[src/hdl/apd_consts.svh]
// Offsets, field positions, reset values and timing counts of the power-down control block
// Assumes a 250 MHz converter clock and 32-bit AXI4-Lite register access
`ifndef APD_CONSTS_SVH
`define APD_CONSTS_SVH

`define APD_ADDR_W 12
`define APD_DATA_W 32
`define APD_CH_N 8

`define APD_OFS_CTRL 12'h000
`define APD_OFS_FA_MASK 12'h004
`define APD_OFS_CV_MASK 12'h008
`define APD_OFS_STATUS 12'h00c

`define APD_CTRL_FA_FAST 0
`define APD_CTRL_FA_FULL 1
`define APD_CTRL_CV_FAST 2
`define APD_CTRL_CV_FULL 3
`define APD_CTRL_ATT_OFF 4
`define APD_CTRL_LNA_OFF 5

`define APD_ST_FA_READY 0
`define APD_ST_CV_READY 1
`define APD_ST_REF_OFF 2
`define APD_ST_SER_OFF 3
`define APD_ST_RELOAD 4

`define APD_CTRL_RST 6'h00
`define APD_MASK_RST 8'h00

`define APD_CLK_MHZ 250
`define APD_FA_WAKE_NS 2000
`define APD_CV_WAKE_NS 1000
`define APD_FA_WAKE_CYC ((`APD_FA_WAKE_NS * `APD_CLK_MHZ + 999) / 1000)
`define APD_CV_WAKE_CYC ((`APD_CV_WAKE_NS * `APD_CLK_MHZ + 999) / 1000)
`define APD_PCT_DIV 100

`define APD_RESP_OKAY 2'h0
`define APD_RESP_SLVERR 2'h2

`endif

[src/hdl/apd_pkg.sv]
// Types of the power-down control block
// Assumes apd_consts.svh supplies the widths
`include "apd_consts.svh"
package apd_pkg;
	typedef struct packed {
		logic [`APD_ADDR_W-1:0] awaddr;
		logic awvalid;
		logic [`APD_DATA_W-1:0] wdata;
		logic [3:0] wstrb;
		logic wvalid;
		logic bready;
		logic [`APD_ADDR_W-1:0] araddr;
		logic arvalid;
		logic rready;
	} apd_axil_req_t;

	typedef struct packed {
		logic awready;
		logic wready;
		logic [1:0] bresp;
		logic bvalid;
		logic arready;
		logic [`APD_DATA_W-1:0] rdata;
		logic [1:0] rresp;
		logic rvalid;
	} apd_axil_rsp_t;

	typedef struct packed {
		logic input_amp_off_bit;
		logic attenuator_gain_stage_off_bit;
		logic converter_full_off_bit;
		logic converter_fast_sleep_bit;
		logic front_amp_full_off_bit;
		logic front_amp_fast_sleep_bit;
	} apd_ctrl_t;
endpackage

[src/hdl/apd_wake_timer.sv]
// Wake-up timer: ready rises after the larger of a fixed time or a percent of the sleep time
// Assumes sleep is a synchronous level in the clock domain
`timescale 1ns/1ps
`include "apd_consts.svh"
module apd_wake_timer #(
	parameter int CNT_W = 24,
	parameter logic [CNT_W-1:0] MIN_CYC = CNT_W'(`APD_FA_WAKE_CYC),
	parameter bit PCT_EN = 1'b1,
	parameter logic [6:0] PCT_DIV = 7'(`APD_PCT_DIV)
) (
	input wire logic clock,
	input wire logic resetn,
	input wire logic sleep,
	output logic ready
);
	logic [6:0] prescale_ff;
	logic [CNT_W-1:0] pct_ff;
	logic [CNT_W-1:0] wait_ff;
	logic sleep_q_ff;
	logic ready_ff;
	wire entering = sleep & ~sleep_q_ff;
	wire leaving = ~sleep & sleep_q_ff;
	wire pct_tick = sleep & (prescale_ff == PCT_DIV - 7'h01);
	wire pct_max = &pct_ff;
	wire [CNT_W-1:0] load = (PCT_EN && (pct_ff > MIN_CYC)) ? pct_ff : MIN_CYC;
	wire [6:0] nxt_prescale = (~sleep | pct_tick) ? 7'h00 : prescale_ff + 7'h01;
	wire [CNT_W-1:0] nxt_pct = entering ? '0 : ((pct_tick & ~pct_max) ? pct_ff + 1'b1 : pct_ff);
	wire [CNT_W-1:0] nxt_wait = sleep ? '0 : (leaving ? load - 1'b1 : ((wait_ff != '0) ? wait_ff - 1'b1 : '0));
	wire nxt_ready = ~sleep & ~leaving & (wait_ff == '0);

	always_ff @(posedge clock or negedge resetn) begin
		if (!resetn) begin
			prescale_ff <= 7'h00;
			pct_ff <= '0;
			wait_ff <= '0;
			sleep_q_ff <= 1'b0;
			ready_ff <= 1'b0;
		end else begin
			prescale_ff <= nxt_prescale;
			pct_ff <= nxt_pct;
			wait_ff <= nxt_wait;
			sleep_q_ff <= sleep;
			ready_ff <= nxt_ready;
		end
	end

	assign ready = ready_ff;
endmodule // apd_wake_timer

[src/hdl/apd_power_down_ctrl.sv]
// Power-down control of an eight-channel receive front end, with AXI4-Lite registers
// Assumes synchronous pins and the converter clock as the only clock
//
// The AXI4-Lite register port and the register offsets were decided locally.
`timescale 1ns/1ps
`include "apd_consts.svh"

module apd_power_down_ctrl #(
	parameter int CH_N = `APD_CH_N
) (
	input wire logic clock,
	input wire logic resetn,
	input wire apd_pkg::apd_axil_req_t axil_req,
	output apd_pkg::apd_axil_rsp_t axil_rsp,
	input wire logic all_block_shutdown_pin,
	input wire logic front_amp_sleep_pin,
	input wire logic converter_sleep_pin,
	output logic [CH_N-1:0] input_amp_off,
	output logic [CH_N-1:0] attenuator_gain_off,
	output logic [CH_N-1:0] converter_off,
	output logic reference_off,
	output logic serial_clock_off,
	output logic front_amp_ready,
	output logic converter_ready,
	output logic reload_needed
);
	apd_pkg::apd_ctrl_t ctrl_ff;
	logic [CH_N-1:0] fa_mask_ff;
	logic [CH_N-1:0] cv_mask_ff;
	logic reload_ff;
	logic aw_full_ff;
	logic w_full_ff;
	logic [`APD_ADDR_W-1:0] awaddr_ff;
	logic [`APD_DATA_W-1:0] wdata_ff;
	logic [3:0] wstrb_ff;
	apd_pkg::apd_axil_rsp_t rsp_ff;
	logic [CH_N-1:0] lna_off_ff;
	logic [CH_N-1:0] att_off_ff;
	logic [CH_N-1:0] cv_off_ff;
	logic ref_off_ff;
	logic ser_off_ff;
	logic fa_ready_w;
	logic cv_ready_w;
	logic fa_ready_ff;
	logic cv_ready_ff;

	// Power-down combination
	wire complete_pd = all_block_shutdown_pin | ctrl_ff.front_amp_full_off_bit
		| ctrl_ff.converter_full_off_bit;
	wire fa_partial = front_amp_sleep_pin | ctrl_ff.front_amp_fast_sleep_bit;
	wire cv_partial = converter_sleep_pin | ctrl_ff.converter_fast_sleep_bit;
	wire fa_group_sleep = complete_pd | fa_partial;
	wire cv_group_sleep = complete_pd | cv_partial;
	logic [CH_N-1:0] nxt_lna_off;
	logic [CH_N-1:0] nxt_att_off;
	logic [CH_N-1:0] nxt_cv_off;

	genvar ch;
	generate
		for (ch = 0; ch < CH_N; ch++) begin : g_chan
			assign nxt_lna_off[ch] = fa_group_sleep | ctrl_ff.input_amp_off_bit | fa_mask_ff[ch];
			assign nxt_att_off[ch] = fa_group_sleep | ctrl_ff.attenuator_gain_stage_off_bit
				| fa_mask_ff[ch];
			assign nxt_cv_off[ch] = cv_group_sleep | cv_mask_ff[ch];
		end
	endgenerate

	// References and serial clocks only stop in complete power-down
	wire nxt_ref_off = complete_pd;
	wire nxt_ser_off = complete_pd;

	// Per-group output flops, one edge after the request
	always_ff @(posedge clock or negedge resetn) begin
		if (!resetn) begin
			lna_off_ff <= '0;
		end else begin
			lna_off_ff <= nxt_lna_off;
		end
	end

	always_ff @(posedge clock or negedge resetn) begin
		if (!resetn) begin
			att_off_ff <= '0;
		end else begin
			att_off_ff <= nxt_att_off;
		end
	end

	always_ff @(posedge clock or negedge resetn) begin
		if (!resetn) begin
			cv_off_ff <= '0;
		end else begin
			cv_off_ff <= nxt_cv_off;
		end
	end

	// Only complete power-down stops references and serial clocks
	always_ff @(posedge clock or negedge resetn) begin
		if (!resetn) begin
			ref_off_ff <= 1'b0;
		end else begin
			ref_off_ff <= nxt_ref_off;
		end
	end

	always_ff @(posedge clock or negedge resetn) begin
		if (!resetn) begin
			ser_off_ff <= 1'b0;
		end else begin
			ser_off_ff <= nxt_ser_off;
		end
	end

	// Wake-up timers
	apd_wake_timer #(
		.CNT_W(24),
		.MIN_CYC(24'(`APD_FA_WAKE_CYC)),
		.PCT_EN(1'b1),
		.PCT_DIV(7'(`APD_PCT_DIV))
	) u_fa_wake (
		.clock(clock),
		.resetn(resetn),
		.sleep(fa_group_sleep),
		.ready(fa_ready_w)
	);

	apd_wake_timer #(
		.CNT_W(24),
		.MIN_CYC(24'(`APD_CV_WAKE_CYC)),
		.PCT_EN(1'b0),
		.PCT_DIV(7'(`APD_PCT_DIV))
	) u_cv_wake (
		.clock(clock),
		.resetn(resetn),
		.sleep(cv_group_sleep),
		.ready(cv_ready_w)
	);

	always_ff @(posedge clock or negedge resetn) begin
		if (!resetn) begin
			fa_ready_ff <= 1'b0;
		end else begin
			fa_ready_ff <= fa_ready_w;
		end
	end

	always_ff @(posedge clock or negedge resetn) begin
		if (!resetn) begin
			cv_ready_ff <= 1'b0;
		end else begin
			cv_ready_ff <= cv_ready_w;
		end
	end

	// AXI4-Lite write path
	wire aw_hs = axil_req.awvalid & rsp_ff.awready;
	wire w_hs = axil_req.wvalid & rsp_ff.wready;
	wire b_hs = rsp_ff.bvalid & axil_req.bready;
	wire do_write = aw_full_ff & w_full_ff & ~rsp_ff.bvalid;
	wire wr_ctrl = do_write & (awaddr_ff == `APD_OFS_CTRL);
	wire wr_fa_mask = do_write & (awaddr_ff == `APD_OFS_FA_MASK);
	wire wr_cv_mask = do_write & (awaddr_ff == `APD_OFS_CV_MASK);
	wire wr_status = do_write & (awaddr_ff == `APD_OFS_STATUS);
	wire wr_hit = wr_ctrl | wr_fa_mask | wr_cv_mask | wr_status;
	wire lane0 = wstrb_ff[0];
	wire nxt_aw_full = aw_hs | (aw_full_ff & ~do_write);
	wire nxt_w_full = w_hs | (w_full_ff & ~do_write);
	wire nxt_bvalid = do_write | (rsp_ff.bvalid & ~b_hs);
	// Unmapped addresses answer with an error response
	wire [1:0] nxt_bresp = do_write ? (wr_hit ? `APD_RESP_OKAY : `APD_RESP_SLVERR) : rsp_ff.bresp;

	// Register updates
	wire [5:0] nxt_ctrl = (wr_ctrl & lane0) ? wdata_ff[5:0] : ctrl_ff;
	wire [CH_N-1:0] nxt_fa_mask = (wr_fa_mask & lane0) ? wdata_ff[CH_N-1:0] : fa_mask_ff;
	wire [CH_N-1:0] nxt_cv_mask = (wr_cv_mask & lane0) ? wdata_ff[CH_N-1:0] : cv_mask_ff;
	wire reload_clr = wr_status & lane0 & wdata_ff[`APD_ST_RELOAD];
	wire nxt_reload = complete_pd | (reload_ff & ~reload_clr);

	// AXI4-Lite read path
	wire ar_hs = axil_req.arvalid & rsp_ff.arready;
	wire r_hs = rsp_ff.rvalid & axil_req.rready;
	wire rd_ctrl = axil_req.araddr == `APD_OFS_CTRL;
	wire rd_fa_mask = axil_req.araddr == `APD_OFS_FA_MASK;
	wire rd_cv_mask = axil_req.araddr == `APD_OFS_CV_MASK;
	wire rd_status = axil_req.araddr == `APD_OFS_STATUS;
	wire rd_hit = rd_ctrl | rd_fa_mask | rd_cv_mask | rd_status;
	wire [4:0] status_word = {reload_ff, ser_off_ff, ref_off_ff, cv_ready_ff, fa_ready_ff};
	wire [`APD_DATA_W-1:0] rd_word =
		rd_ctrl ? {26'h0, ctrl_ff} :
		rd_fa_mask ? {{(`APD_DATA_W-CH_N){1'b0}}, fa_mask_ff} :
		rd_cv_mask ? {{(`APD_DATA_W-CH_N){1'b0}}, cv_mask_ff} :
		rd_status ? {27'h0, status_word} : 32'h0;
	wire nxt_rvalid = ar_hs | (rsp_ff.rvalid & ~r_hs);
	wire [`APD_DATA_W-1:0] nxt_rdata = ar_hs ? rd_word : rsp_ff.rdata;
	wire [1:0] nxt_rresp = ar_hs ? (rd_hit ? `APD_RESP_OKAY : `APD_RESP_SLVERR) : rsp_ff.rresp;

	// Address and data are held apart until both have arrived
	always_ff @(posedge clock or negedge resetn) begin
		if (!resetn) begin
			aw_full_ff <= 1'b0;
		end else begin
			aw_full_ff <= nxt_aw_full;
		end
	end

	always_ff @(posedge clock or negedge resetn) begin
		if (!resetn) begin
			w_full_ff <= 1'b0;
		end else begin
			w_full_ff <= nxt_w_full;
		end
	end

	always_ff @(posedge clock or negedge resetn) begin
		if (!resetn) begin
			awaddr_ff <= '0;
		end else if (aw_hs) begin
			awaddr_ff <= axil_req.awaddr;
		end
	end

	always_ff @(posedge clock or negedge resetn) begin
		if (!resetn) begin
			wdata_ff <= '0;
			wstrb_ff <= 4'h0;
		end else if (w_hs) begin
			wdata_ff <= axil_req.wdata;
			wstrb_ff <= axil_req.wstrb;
		end
	end

	always_ff @(posedge clock or negedge resetn) begin
		if (!resetn) begin
			rsp_ff <= '0;
		end else begin
			rsp_ff.awready <= ~nxt_aw_full & ~nxt_bvalid;
			rsp_ff.wready <= ~nxt_w_full & ~nxt_bvalid;
			rsp_ff.bvalid <= nxt_bvalid;
			rsp_ff.bresp <= nxt_bresp;
			rsp_ff.arready <= ~nxt_rvalid;
			rsp_ff.rvalid <= nxt_rvalid;
			rsp_ff.rdata <= nxt_rdata;
			rsp_ff.rresp <= nxt_rresp;
		end
	end

	// Software-visible registers
	always_ff @(posedge clock or negedge resetn) begin
		if (!resetn) begin
			ctrl_ff <= `APD_CTRL_RST;
		end else begin
			ctrl_ff <= nxt_ctrl;
		end
	end

	always_ff @(posedge clock or negedge resetn) begin
		if (!resetn) begin
			fa_mask_ff <= `APD_MASK_RST;
		end else begin
			fa_mask_ff <= nxt_fa_mask;
		end
	end

	always_ff @(posedge clock or negedge resetn) begin
		if (!resetn) begin
			cv_mask_ff <= `APD_MASK_RST;
		end else begin
			cv_mask_ff <= nxt_cv_mask;
		end
	end

	// Set wins over a clear in the same cycle
	always_ff @(posedge clock or negedge resetn) begin
		if (!resetn) begin
			reload_ff <= 1'b0;
		end else begin
			reload_ff <= nxt_reload;
		end
	end

	// Outputs
	assign axil_rsp = rsp_ff;
	assign input_amp_off = lna_off_ff;
	assign attenuator_gain_off = att_off_ff;
	assign converter_off = cv_off_ff;
	assign reference_off = ref_off_ff;
	assign serial_clock_off = ser_off_ff;
	assign front_amp_ready = fa_ready_ff;
	assign converter_ready = cv_ready_ff;
	assign reload_needed = reload_ff;

endmodule // apd_power_down_ctrl

[config.mk]
export PLATFORM = sky130hd
export DESIGN_NAME = apd_power_down_ctrl
export DESIGN_NICKNAME = d
export VERILOG_FILES = /design/src/hdl/apd_pkg.sv /design/src/hdl/apd_wake_timer.sv /design/src/hdl/apd_power_down_ctrl.sv
export VERILOG_INCLUDE_DIRS = /design/src /design/src/hdl
export SDC_FILE = /design/constraint.sdc
export NUM_CORES = 1
export LEC_CHECK = 0
export BUFFER_PORTS_ARGS = -buffer_cell sky130_fd_sc_hd__buf_4
export CAP_MARGIN = 10
export CORE_UTILIZATION = 45
export CTS_CLUSTER_DIAMETER = 200
export DETAILED_ROUTE_END_ITERATION = 7
export PLACE_DENSITY = 0.69
export SLEW_MARGIN = 15
export SYNTH_ARGS = -nofsm -noshare
export SYNTH_HDL_FRONTEND = slang
export SYNTH_SLANG_ARGS = --single-unit
[constraint.sdc]
create_clock -name clock -period 7.96 [get_ports clock]
set_input_delay 0.796 -clock clock [delete_from_list [all_inputs] [get_ports clock]]
set_output_delay 0.796 -clock clock [all_outputs]
set_load 0.005 [all_outputs]
# After elaboration in Yosys (flattened, before gate mapping)
# Index checks and enable logic that the tools add are counted.
[word_totals]
regBits = 197
output_inout_bits = 70
wordCells = 164
[op_classes]
addsub = 5
order_cmp = 1
n_eq_ne = 7
muxes = 16
bitwise = 91
reduce_logical = 8
[ops]
columns = ["cell", "count"]
rows = [
  ["two-way mux 24 bit", 9],
  ["subtractor 24 x 1 -> 24 bit, second input constant", 3],
  ["equality test 12 x 4 -> 1 bit, second input constant", 4],
  ["logical NOT 24 bit", 2],
  ["nonzero test 24 bit", 2],
  ["OR 1 bit", 44],
  ["AND 1 bit", 32],
  ["adder 24 x 1 -> 24 bit, second input constant", 1],
  ["equality test 12 x 3 -> 1 bit, second input constant", 2],
  ["> comparator 24 x 9 -> 1 bit, second input constant", 1],
  ["logical NOT 12 bit", 2],
  ["two-way mux 8 bit", 3],
  ["AND reduction 24 bit", 1],
  ["inverter 1 bit", 15],
  ["adder 7 x 1 -> 7 bit, second input constant", 1],
  ["equality test 7 bit, second input constant", 1],
  ["two-way mux 7 bit", 1],
  ["two-way mux 5 bit", 1],
  ["two-way mux 2 bit", 2],
  ["nonzero test 2 bit", 1],
]

# Depth between registers and ports, before layout
# Gate-level depths: netlist (run 1).
[depth]
word_depth = 8
mapped_depth = 13

# Modules after synthesis
# A second synthesis (run 1) with hierarchy kept.
[unflattened]
cells_unflattened = 813
area_unflattened_um2 = 8650.8
[modules_own_cells]
columns = ["module", "instances", "cells_per_inst", "area_each_um2"]
rows = [
  ["apd_wake_timer (u_fa_wake)", 1, 405, 3698.5],
  ["apd_power_down_ctrl", 1, 273, 3584.7],
  ["apd_wake_timer (u_cv_wake)", 1, 135, 1367.6],
]

# Worst setup path after synthesis (run 1)
# No wires, ideal clock.
[synth_timing]
path_type = "register to register"
startpoint = "reg u_fa_wake.pct_ff[14]"
endpoint = "reg u_fa_wake.wait_ff[10]"
arrival_ns = 2.783
slack_ns = 5.037
path_stages_with_launch = 12
synth_period_minus_slack_ns = 2.923
cell_sequence = "dfrtp_1 > clkbuf_1 > nor4_1 > and4b_1 > nand3_1 > nand2_1 > ha_1 > or4b_4 > nand2b_4 > a211oi_1 > xnor2_1 > o22ai_1"
[synth_via]
elab_chain_len = 5
[synth_lines]
columns = ["element", "line_no", "text"]
rows = [
  ["start, declared", "apd_wake_timer.sv:17", "logic [CNT_W-1:0] pct_ff;"],
  ["start signal, assigned", "apd_wake_timer.sv:40", "pct_ff <= nxt_pct;"],
  ["> comparator 24 x 9 -> 1 bit", "apd_wake_timer.sv:25", "wire [CNT_W-1:0] load = (PCT_EN && (pct_ff > MIN_CYC)) ? pct_ff : MIN_CYC;"],
  ["two-way mux 24 bit", "apd_wake_timer.sv:25", ""],
  ["subtractor 24 x 1 -> 24 bit", "apd_wake_timer.sv:28", "wire [CNT_W-1:0] nxt_wait = sleep ? '0 : (leaving ? load - 1'b1 : ((wait_ff != '0) ? wait_ff - 1'b1 : '0));"],
  ["two-way mux 24 bit (2 in series)", "apd_wake_timer.sv:28", ""],
  ["via u_fa_wake.nxt_wait[10]", "apd_wake_timer.sv:28", ""],
  ["end signal, assigned", "apd_wake_timer.sv:41", "wait_ff <= nxt_wait;"],
  ["end, declared", "apd_wake_timer.sv:18", "logic [CNT_W-1:0] wait_ff;"],
]
# The timed path passes the listed nets, and every way through them passes these cells.
# A chain may end at the register's enable or synchronous reset.

# Final worst setup path (run 1)
[layout_timing]
startpoint = "reg u_fa_wake.pct_ff[21]"
endpoint = "reg u_fa_wake.wait_ff[10]"
# Same word-level chain as after synthesis.

==> results of run 1 <==
==> power by group <==
part           internal, mW  switching (mW)
clock network         0.459           0.385
logic                 0.170           0.165
registers             0.967          0.0756
total                  1.60           0.626
==> synthesized netlist by cell type, types with 21 or more instances <==
master / number / area (um^2)
or3_1: 38 / 238
xor2_1: 25 / 219
nand2_1: 47 / 176
o21ai_0: 31 / 155
mux2_2: 44 / 495
nor2_1: 59 / 221
dfrtp_1: 171 / 4280
nor3_1: 24 / 120
xnor2_1: 45 / 394
a21oi_1: 24 / 120
buf_4: 31 / 233
nand3_1: 21 / 105
==> metrics by stage <==
stage          instances  power [mW]
3_3_place_gp        1071        1.38
4_1_cts             1103        2.24
2_1_floorplan        813        1.28
6_report            1103        2.22
5_1_grt             1103        2.33
3_5_place_dp        1071        1.39
==> critical path, cell delays in order, from the launching register on <==
cell and delay (ps):
dfrtp_1 460, nor4_2 480, and4b_1 520, nand3_1 260
nand2_1 170, ha_1 210, or4b_4 520, nand2b_4 190
a211oi_1 290, xnor2_1 150, o22ai_1 100
==> final cells by class <==
cell class | instances | area (um^2)
tap | 229 | 287
fill | 1619 | 8480
inverter | 20 | 75.1
clock buffer | 18 | 439
multi-input combinational | 562 | 3870
clock inverter | 14 | 171
timing repair buffer | 89 | 672
sequential | 171 | 4280
==> cell families (layout without fill, tap and decap cells) <==
| group | after synthesis | after routing | synth area share (%) |
|---|---|---|---|
| AND/OR/NAND/NOR | 299 | 299 | 20.1 |
| buffers and inverters | 80 | 141 | 5.30 |
| other | 1 | 26 | 0.0441 |
| XOR/XNOR | 70 | 70 | 7.21 |
| flip-flops | 171 | 171 | 50.3 |
| multiplexers | 52 | 52 | 7.50 |
| AO/OA/AOI/OAI | 107 | 107 | 8.34 |
| adder cells (fa/ha/maj) | 8 | 8 | 1.18 |
==> flip-flops by register name, indices dropped and copies added (netlist names), 12 cells and up <==
signal	flops
awaddr_ff	12
axil_rsp	15
u_cv_wake.wait_ff	24
u_fa_wake.wait_ff	24
u_fa_wake.pct_ff	24
==> routing by layer <==
metal  vias to the layer above  part of all wire [%]
li1                       2933                     -
met1                      2894                    46
met2                       117                    49
met3                        21                   3.4
met4                         0                   1.7
met5                         -                     0
==> how the worst max path moves through the flow <==
stage	to	from	slack, ps	depth (start not counted)
6_report	u_fa_wake.wait_ff[10]$_DFF_PN0_	u_fa_wake.pct_ff[21]$_DFFE_PN0P_	4450	10
5_1_grt	u_fa_wake.wait_ff[16]$_DFF_PN0_	u_fa_wake.pct_ff[16]$_DFFE_PN0P_	4120	10
4_1_cts	u_fa_wake.wait_ff[10]$_DFF_PN0_	u_fa_wake.pct_ff[21]$_DFFE_PN0P_	4440	10
3_5_place_dp	u_fa_wake.wait_ff[10]$_DFF_PN0_	u_fa_wake.pct_ff[21]$_DFFE_PN0P_	4440	10
3_3_place_gp	u_fa_wake.wait_ff[12]$_DFF_PN0_	u_fa_wake.pct_ff[21]$_DFFE_PN0P_	4510	10
2_1_floorplan	u_fa_wake.wait_ff[10]$_DFF_PN0_	u_fa_wake.pct_ff[14]$_DFFE_PN0P_	5040	11
==> impl_metrics.csv, run 1 <==
group,metric,value,unit
routing,ant_nets,0,
die,start_util,46.5,%
setup_path,timing.rr.start,"u_fa_wake.pct_ff[21]$_DFFE_PN0P_",
synthesis,avgSynthCellArea,10.8,um^2
sta,whs,289,ps
clock_network,h-tree-depth,4,
global_route,globalRouteMet1Util,24.4,%
clock_network,post_cts_buffers,0,
global_route,antenna_found_initial,0,
placed_design,post-place-ws,4440,ps
global_route,gr-total-overflow,0,
die,die-height,139,um
routing,drt_iter0_drc,264,
global_route,met2_usage,31.1,%
sta,fin_tns_setup,0,ps
layout,final_core_util,53.6,%
synthesis,synth_warnings,0,
sta,skew,9.60,ps
synthesis,syn_inst,788,
sta,finalSetupViolCount,0,
die,die_area,0.0195,mm^2
placed_design,place_area,0.00918,mm^2
placed_design,gp_congestion,0.760,
clock_network,clkTransAtPathRegs,70,ps
sta,max-slew-margin-rel,34.7,%
outcome,status,"completed",
sta,setup_slack,4450,ps
layout,final_common_cell,"dfrtp_1",
job,max_cap_violations,0,
synthesis,synth_edf_count,0,
global_route,grt_first_pass_wirelength,28.9,mm
global_route,grt_pass1_vias,5889,
placed_design,io_buffers,86,
power_and_ir_drop,ir_drop,0.163,mV
clock_network,clock-sinks,171,
clock_network,clock_path_buffers,2,
die,core.rowCount,49,
global_route,grt_usage,18.7,%
layout,num_antenna_cells,0,
setup_path,cp_max_fo,12,
layout,num-nets-final,939,
global_route,use_met3,3.17,%
layout,area_growth,15.1,%
die,dieWidth,139,um
clock_network,cts_resized,0,
die,design.portCount,140,
placed_design,place_hpwl,11.7,mm
setup_path,required,8230,ps
layout,mostFrequentLayoutCells,"dfrtp_1, buf_4, nor2_1",
setup_path,cp.arrival,3780,ps
routing,drt-total-wl,17.0,mm
sta,rsz0062_at_grt,"false",
setup_path,start_kind,"flip-flop",
clock_network,ctsRootBufferMaster,"clkbuf_16",
routing,vias,5965,
synthesis,ys_types,70,
clock_network,tritoncts,"built",
routing,drt-pass1-iter-count,4,
clock_network,cts_hold_buf,0,
synthesis,synthesis.area,0.00850,mm^2
synthesis,synth-seq-area-share,50.3,%
sta,fmax,285,MHz
die,placeableCoreArea,0.0183,mm^2
synthesis,async_flop_share,100,%
sta,slew_viol_final,0,
routing,detail_route.wl_per_cell,15.4,um
routing,route.detailed.drc,0,
setup_path,rrSetupSlack,4450,ps
sta,hold_viol_final,0,
setup_path,path_class,"flip-flop to flip-flop",
sta,worst_slew_pin_slew,974,ps
synthesis,yosys_most_used_dff,"dfrtp_1",
worst_hold_path,hold_path.class,"input pin to async pin",
clock_network,clkLatencyLatePin,430,ps
power_and_ir_drop,p_leak,4.35,nW
layout,drive_above_1_share,22.9,%
clock_network,numCtsBuffers,17,
setup_path,r2r_cells,10,
routing,viasPerCell,5.41,
setup_path,cp-end-kind,"flip-flop",
synthesis,ys_ff_latch,171,
layout,final_cell_area,0.00979,mm^2
global_route,grt-busiest-layer,"met2",
setup_path,r2r_end,"u_fa_wake.wait_ff[10]$_DFF_PN0_",
global_route,grt_max_degree,64,
sta,fin_crit_sh,44.1,%
power_and_ir_drop,power.density,227,mW/mm^2
sta,min_period,3510,ps
No activity file was read; power rests on OpenSTA's default activity.
==> run 2, diff against run 1 <==
Settings changed: ABC_AREA set to 1.
Clock period 7.96 ns to 3.7 ns, I/O delays scaled along.
==> run 2 against run 1 <==
- synthesized cell count up 33%
- critical endpoint is now u_fa_wake.wait_ff[12]$_DFF_PN0_
- largest cell class unchanged
- clock power up 110%
- combinational power rose to 2.7 times the previous value
- cell count up 27%
- clock-buffer cell count up 3
- non-clock buffer count up 1
- final area up 4.4%
==> impl_metrics.csv, run 2 <==
group,metric,value,unit
outcome,status,"completed",
sta,hold_viol_final,0,
sta,skew,11.5,ps
setup_path,slowest_delay,500,ps
clock_network,clkLatencyLatePin,430,ps
layout,top_regs,"u_cv_wake.wait_ff x24, u_fa_wake.pct_ff x24, u_fa_wake.wait_ff x24",
setup_path,path_class,"flip-flop to flip-flop",
routing,detail_route.wl_per_cell,14.2,um
power_and_ir_drop,clkPwrFrac,35.8,%
power_and_ir_drop,swShare,28.6,%
placed_design,place_area,0.00965,mm^2
global_route,globalRouteMet1Util,28.7,%
synthesis,ys_top_cells_by_count,"nand2_1, dfrtp_1, nor2_1, inv_1, nand3_1",
clock_network,numCtsBuffers,17,
sta,finalSetupViolCount,0,
worst_hold_path,hold_path.class,"input pin to async pin",
sta,setup_slack,949,ps
power_and_ir_drop,comb_power_share,18.1,%
synthesis,yosys.area.top_type,"dfrtp_1",
setup_path,start_kind,"flip-flop",
synthesis,async_flop_share,100,%
placed_design,post-place-ws,980,ps
sta,min_period,2750,ps
routing,drt_iter0_drc,632,
sta,max-slew-margin-rel,41.0,%
die,start_util,46.6,%
sta,fmax,364,MHz
clock_network,ctsRootBufferMaster,"clkbuf_16",
synthesis,synth_top_area_share,48.4,%
global_route,gr-total-overflow,0,
power_and_ir_drop,p_switching,1.41,mW
global_route,met2_usage,34.2,%
clock_network,clock_path_buffers,2,
synthesis,synth.top_cells.by_area,"dfrtp_1, nand2_1, nor2_1",
die,dieWidth,142,um
global_route,antenna_found_initial,0,
clock_network,h-tree-depth,4,
routing,ant_nets,0,
power_and_ir_drop,ir_drop,0.247,mV
layout,area_growth,15.8,%
global_route,grt_pass1_vias,6821,
sta,slew_viol_final,0,
synthesis,synth_warnings,0,
die,die_area,0.0202,mm^2
synthesis,ys_ff_latch,171,
clock_network,cts_resized,0,
setup_path,worst-path-buf-inv,2,
global_route,grt-busiest-layer,"met2",
clock_network,clkTransAtPathRegs,70,ps
sta,whs,8.05,ps
global_route,use_met3,3.03,%
synthesis,avgSynthCellArea,8.45,um^2
sta,fin_tns_setup,0,ps
job,max_cap_violations,0,
die,placeableCoreArea,0.0190,mm^2
placed_design,gp_congestion,0.895,
power_and_ir_drop,p_seq_share,46.1,%
global_route,grt_first_pass_wirelength,33.3,mm
routing,drt-total-wl,19.9,mm
die,design.portCount,140,
global_route,grt_max_degree,99,
synthesis,yosys_most_used_dff,"dfrtp_1",
die,die-height,142,um
setup_path,required,4050,ps
power_and_ir_drop,p_leak,5.18,nW
routing,viasPerCell,5.12,
placed_design,place_hpwl,14.5,mm
routing,vias,7197,
layout,num-nets-final,1213,
synthesis,ys_types,48,
setup_path,cpMaxStageDelayCell,"dfrtp_1",
placed_design,dpl.cell_count,1376,
setup_path,crit_family,"simple AND/OR/NAND/NOR gates",
clock_network,post_cts_buffers,0,
layout,mostFrequentLayoutCells,"nand2_1, dfrtp_1, nor2_1",
layout,drive_above_1_share,14.9,%
placed_design,io_buffers,86,
sta,rsz0062_at_grt,"false",
power_and_ir_drop,p_int,3.50,mW
setup_path,cp-end-kind,"flip-flop",
synthesis,synth_edf_count,0,
sta,worst_slew_pin_slew,885,ps
clock_network,clock-sinks,171,
setup_path,cp_max_fo,11,
sta,fin_crit_sh,74.3,%
synthesis,synth-seq-area-share,48.4,%
layout,final_cell_area,0.0102,mm^2
routing,drt-pass1-iter-count,6,
clock_network,tritoncts,"built",
synthesis,yosysMostFrequentCell,"nand2_1",
global_route,grt_usage,21.1,%
setup_path,cp.arrival,3100,ps
layout,instances_no_fill,1406,
setup_path,cp_common_cell,"nand2_1",
setup_path,path_cells,"nor2_1 > nand2_1 > nor2_2 > nand2_1 > nor2_4 > nor2_1 > inv_1 > ha_1 > inv_1 > nor3_1 > nand2_2 > nor2_4 > nand2_1 > a21oi_1 > o21ai_1 > o21ai_1",
synthesis,synthesis.area,0.00883,mm^2
layout,final_common_cell,"nand2_1",
routing,route.detailed.drc,0,
layout,num_antenna_cells,0,
power_and_ir_drop,power.density,480,mW/mm^2
synthesis,syn_inst,1045,
clock_network,cts_hold_buf,0,
die,core.rowCount,50,
==> run 2: power groups by stage <==
stage               logic [mW]  registers, mW  clock network, mW
detailed placement       0.892           2.29                  0
global placement         0.869           2.29                  0
CTS                      0.898           2.26               1.79
floorplan                0.651           2.25                  0
finish                   0.890           2.26               1.76
global route              1.01           2.29               1.85
==> run 2: per-stage QoR <==
step	utilization (%)	power, mW
floorplan	-	2.90
global placement	50.9	3.16
detailed placement	50.9	3.19
CTS	53.9	4.95
global route	53.9	5.15
finish	53.9	4.91
==> run 2: layout make-up <==
cell class	count	area (um^2)
clock buffers	21	460
clock inverters	9	113
fillers	1740	8730
inverters	138	518
multi-input cells	717	3840
flip-flops and latches	171	4280
well taps	260	325
repair buffers	90	692
==> run 2: layer usage <==
| layer | up-vias | share of wire [%] |
|---|---|---|
| li1 | 3563 | - |
| met4 | 0 | 1.8 |
| met1 | 3412 | 47 |
| met2 | 201 | 47 |
| met3 | 21 | 4.0 |
| met5 | - | 0 |
==> run 2: logic make-up (layout without fill, tap and decap cells) <==
| kind of cell | Yosys count | count (layout) | share of synthesized area (%) |
|---|---|---|---|
| XOR/XNOR | 35 | 35 | 3.47 |
| other | 1 | 26 | 0.0425 |
| AO/OA/AOI/OAI | 129 | 129 | 8.22 |
| multiplexers | 43 | 43 | 5.14 |
| flip-flops | 171 | 171 | 48.4 |
| AND/OR/NAND/NOR | 476 | 476 | 24.4 |
| adder cells (fa/ha/maj) | 8 | 8 | 1.13 |
| buffers and inverters | 182 | 258 | 9.17 |
==> run 2: final timing paths <==
| check | start | end | cells after the start | slack [ps] |
|---|---|---|---|---|
| hold reg to reg | u_cv_wake.ready$_DFF_PN0_ | converter_ready$_DFF_PN0_ | 0 | 350 |
| setup / recovery | u_fa_wake.pct_ff[14]$_DFFE_PN0P_ | u_fa_wake.wait_ff[12]$_DFF_PN0_ | 16 | 950 |
| hold / removal | resetn | cv_mask_ff[6]$_DFFE_PN0P_ | 1 | 8 |
| max in group asynchronous | resetn | u_fa_wake.pct_ff[11]$_DFFE_PN0P_ | 2 | 2780 |
| min in group clock | all_block_shutdown_pin | reload_needed$_DFF_PN0_ | 3 | 150 |
| setup reg to reg | u_fa_wake.pct_ff[14]$_DFFE_PN0P_ | u_fa_wake.wait_ff[12]$_DFF_PN0_ | 16 | 950 |
==> run 3, diff against run 2 <==
Settings changed: ABC_AREA 1 to 0.
Clock period 3.7 ns to 2.8 ns, I/O delays scaled along.
==> run 3 against run 2 <==
- core utilization rose by 1.9 points
- combinational power rose by 8.0%
- register-to-register slack got worse by 840 ps
- setup slack worse by 840 ps
- cell count down 19%
- global-route usage down 1.4 points
- critical path depth down 6
- final area fell by 0.13%
- sequential power grew 31%
- flip-flop and latch count is the same
- via count fell by 14%
- critical path type unchanged
- largest cell class unchanged
==> impl_metrics.csv, run 3 (synthesis gave the netlist of run 1 again) <==
group,metric,value,unit
die,core.rowCount,49,
clock_network,clkLatencyLatePin,430,ps
global_route,grt_usage,19.7,%
setup_path,cp_max_fo,6,
clock_network,clkTransAtPathRegs,70,ps
layout,final_core_util,55.9,%
sta,skew,9.94,ps
power_and_ir_drop,power.density,617,mW/mm^2
layout,drive_above_1_share,27.4,%
placed_design,place_hpwl,12.8,mm
clock_network,h-tree-depth,4,
power_and_ir_drop,p_leak,4.58,nW
routing,drt-pass1-iter-count,5,
setup_path,cpMaxStageDelayCell,"or4b_4",
clock_network,numCtsBuffers,17,
layout,num-nets-final,980,
sta,setup_slack,108,ps
global_route,grt_max_degree,76,
routing,viasPerCell,5.43,
setup_path,path_depth,10,
setup_path,cp.arrival,3000,ps
routing,detail_route.wl_per_cell,15.9,um
setup_path,r2r_end,"u_fa_wake.wait_ff[10]$_DFF_PN0_",
worst_hold_path,worstHoldEndpoint,"axil_rsp[0]$_DFF_PN0_",
sta,min_period,2690,ps
sta,max-slew-margin-rel,35.3,%
worst_hold_path,hold_depth,2,
layout,final_common_cell,"dfrtp_1",
clock_network,clock_path_buffers,2,
clock_network,tritoncts,"built",
die,dieWidth,139,um
setup_path,cp-end-kind,"flip-flop",
placed_design,io_buffers,86,
layout,num_antenna_cells,0,
sta,worst_slew_pin_slew,962,ps
die,start_util,46.5,%
routing,route.detailed.drc,0,
setup_path,required,3110,ps
global_route,grt_first_pass_wirelength,30.5,mm
die,die_area,0.0195,mm^2
sta,fin_crit_sh,96.1,%
layout,top_regs,"u_cv_wake.wait_ff x24, u_fa_wake.pct_ff x24, u_fa_wake.wait_ff x24",
routing,vias,6207,
layout,area_growth,20.1,%
job,max_cap_violations,0,
routing,drt_iter0_drc,468,
worst_hold_path,hold_path.class,"input pin to flip-flop",
setup_path,timing.rr.start,"u_fa_wake.pct_ff[13]$_DFFE_PN0P_",
global_route,antenna_found_initial,0,
placed_design,post-place-ws,21.3,ps
setup_path,path_class,"flip-flop to flip-flop",
setup_path,start_kind,"flip-flop",
worst_hold_path,hold_path_startpoint,"axil_req[0]",
routing,ant_nets,0,
sta,finalSetupViolCount,0,
routing,drt-total-wl,18.1,mm
setup_path,worst-path-buf-inv,0,
clock_network,clock-sinks,171,
global_route,grt_pass1_vias,5985,
die,placeableCoreArea,0.0183,mm^2
setup_path,r2r_cells,10,
sta,hold_viol_final,0,
setup_path,crit_start,"u_fa_wake.pct_ff[13]$_DFFE_PN0P_",
setup_path,crit_family,"simple AND/OR/NAND/NOR gates",
global_route,gr-total-overflow,0,
clock_network,ctsRootBufferMaster,"clkbuf_16",
die,die-height,139,um
setup_path,path_cells,"nor4_4 > and4b_1 > nand3_2 > nand2_2 > ha_4 > or4b_4 > nand2b_4 > a211oi_2 > xnor2_1 > o22ai_1",
power_and_ir_drop,ir_drop,0.387,mV
sta,slew_viol_final,0,
outcome,status,"completed",
sta,fmax,371,MHz
placed_design,gp_congestion,0.797,
layout,mostFrequentLayoutCells,"dfrtp_1, buf_4, nor2_1",
die,design.portCount,140,
setup_path,slowest_delay,500,ps
setup_path,rrSetupSlack,110,ps
==> run 3: final cells by class <==
type	instances	area, um^2
Fill cell	1513	8060
Sequential cell	171	4280
Multi-Input combinational cell	562	3960
Timing Repair Buffer	130	1010
Clock buffer	17	425
Tap cell	229	287
Clock inverter	15	180
Inverter	20	75.1
==> run 3: layer usage <==
metal,track usage [%],vias up,share of wire (%)
met5,0,-,0
met4,7.31,0,1.9
met3,3.23,20,4.0
met2,30.7,142,47
met1,27.7,3038,47
li1,-,3007,-
==> run 3: how the worst max path moves through the flow <==
stage | end | slack (ps)
6_report | u_fa_wake.wait_ff[10]$_DFF_PN0_ | 110
5_1_grt | u_fa_wake.wait_ff[12]$_DFF_PN0_ | -10
4_1_cts | u_fa_wake.wait_ff[14]$_DFF_PN0_ | 30
3_3_place_gp | u_fa_wake.wait_ff[14]$_DFF_PN0_ | 70
2_1_floorplan | u_fa_wake.wait_ff[14]$_DFF_PN0_ | 1
3_5_place_dp | u_fa_wake.wait_ff[14]$_DFF_PN0_ | 20
==> run 3: where the power goes <==
| group | switching (mW) | internal, mW |
|---|---|---|
| Sequential | 0.212 | 2.75 |
| Combinational | 0.470 | 0.491 |
| Clock | 1.11 | 1.28 |
| Total | 1.79 | 4.52 |
==> run 3: worst reg2reg max path, stage by stage (launching register included) <==
cell	delay [ps]
dfrtp_1	410
nor4_4	320
and4b_1	280
nand3_2	120
nand2_2	120
ha_4	140
or4b_4	500
nand2b_4	220
a211oi_2	240
xnor2_1	140
o22ai_1	90
==> run 3: repair_timing <==
action,CTS,global route
endpoints found under the setup margin,1,7
setup buffers,0,3
endpoints found under the hold margin,73,0
pin swaps,0,7
gates resized for setup,1,8
hold buffers,1,0
==> run 3: stage by stage <==
step | instances | instance area [um^2] | total power, mW | setup TNS, ps | hold slack (ps)
6_report | 1144 | 10200 | 6.30 | 0 | 60.6
5_1_grt | 1144 | 10200 | 6.61 | -18.5 | 60.2
4_1_cts | 1141 | 10100 | 6.35 | 0 | 53.9
3_5_place_dp | 1108 | 9520 | 3.97 | 0 | 337
3_3_place_gp | 1108 | 9520 | 3.94 | 0 | 335
2_1_floorplan | 813 | 8630 | 3.63 | 0 | -15.6
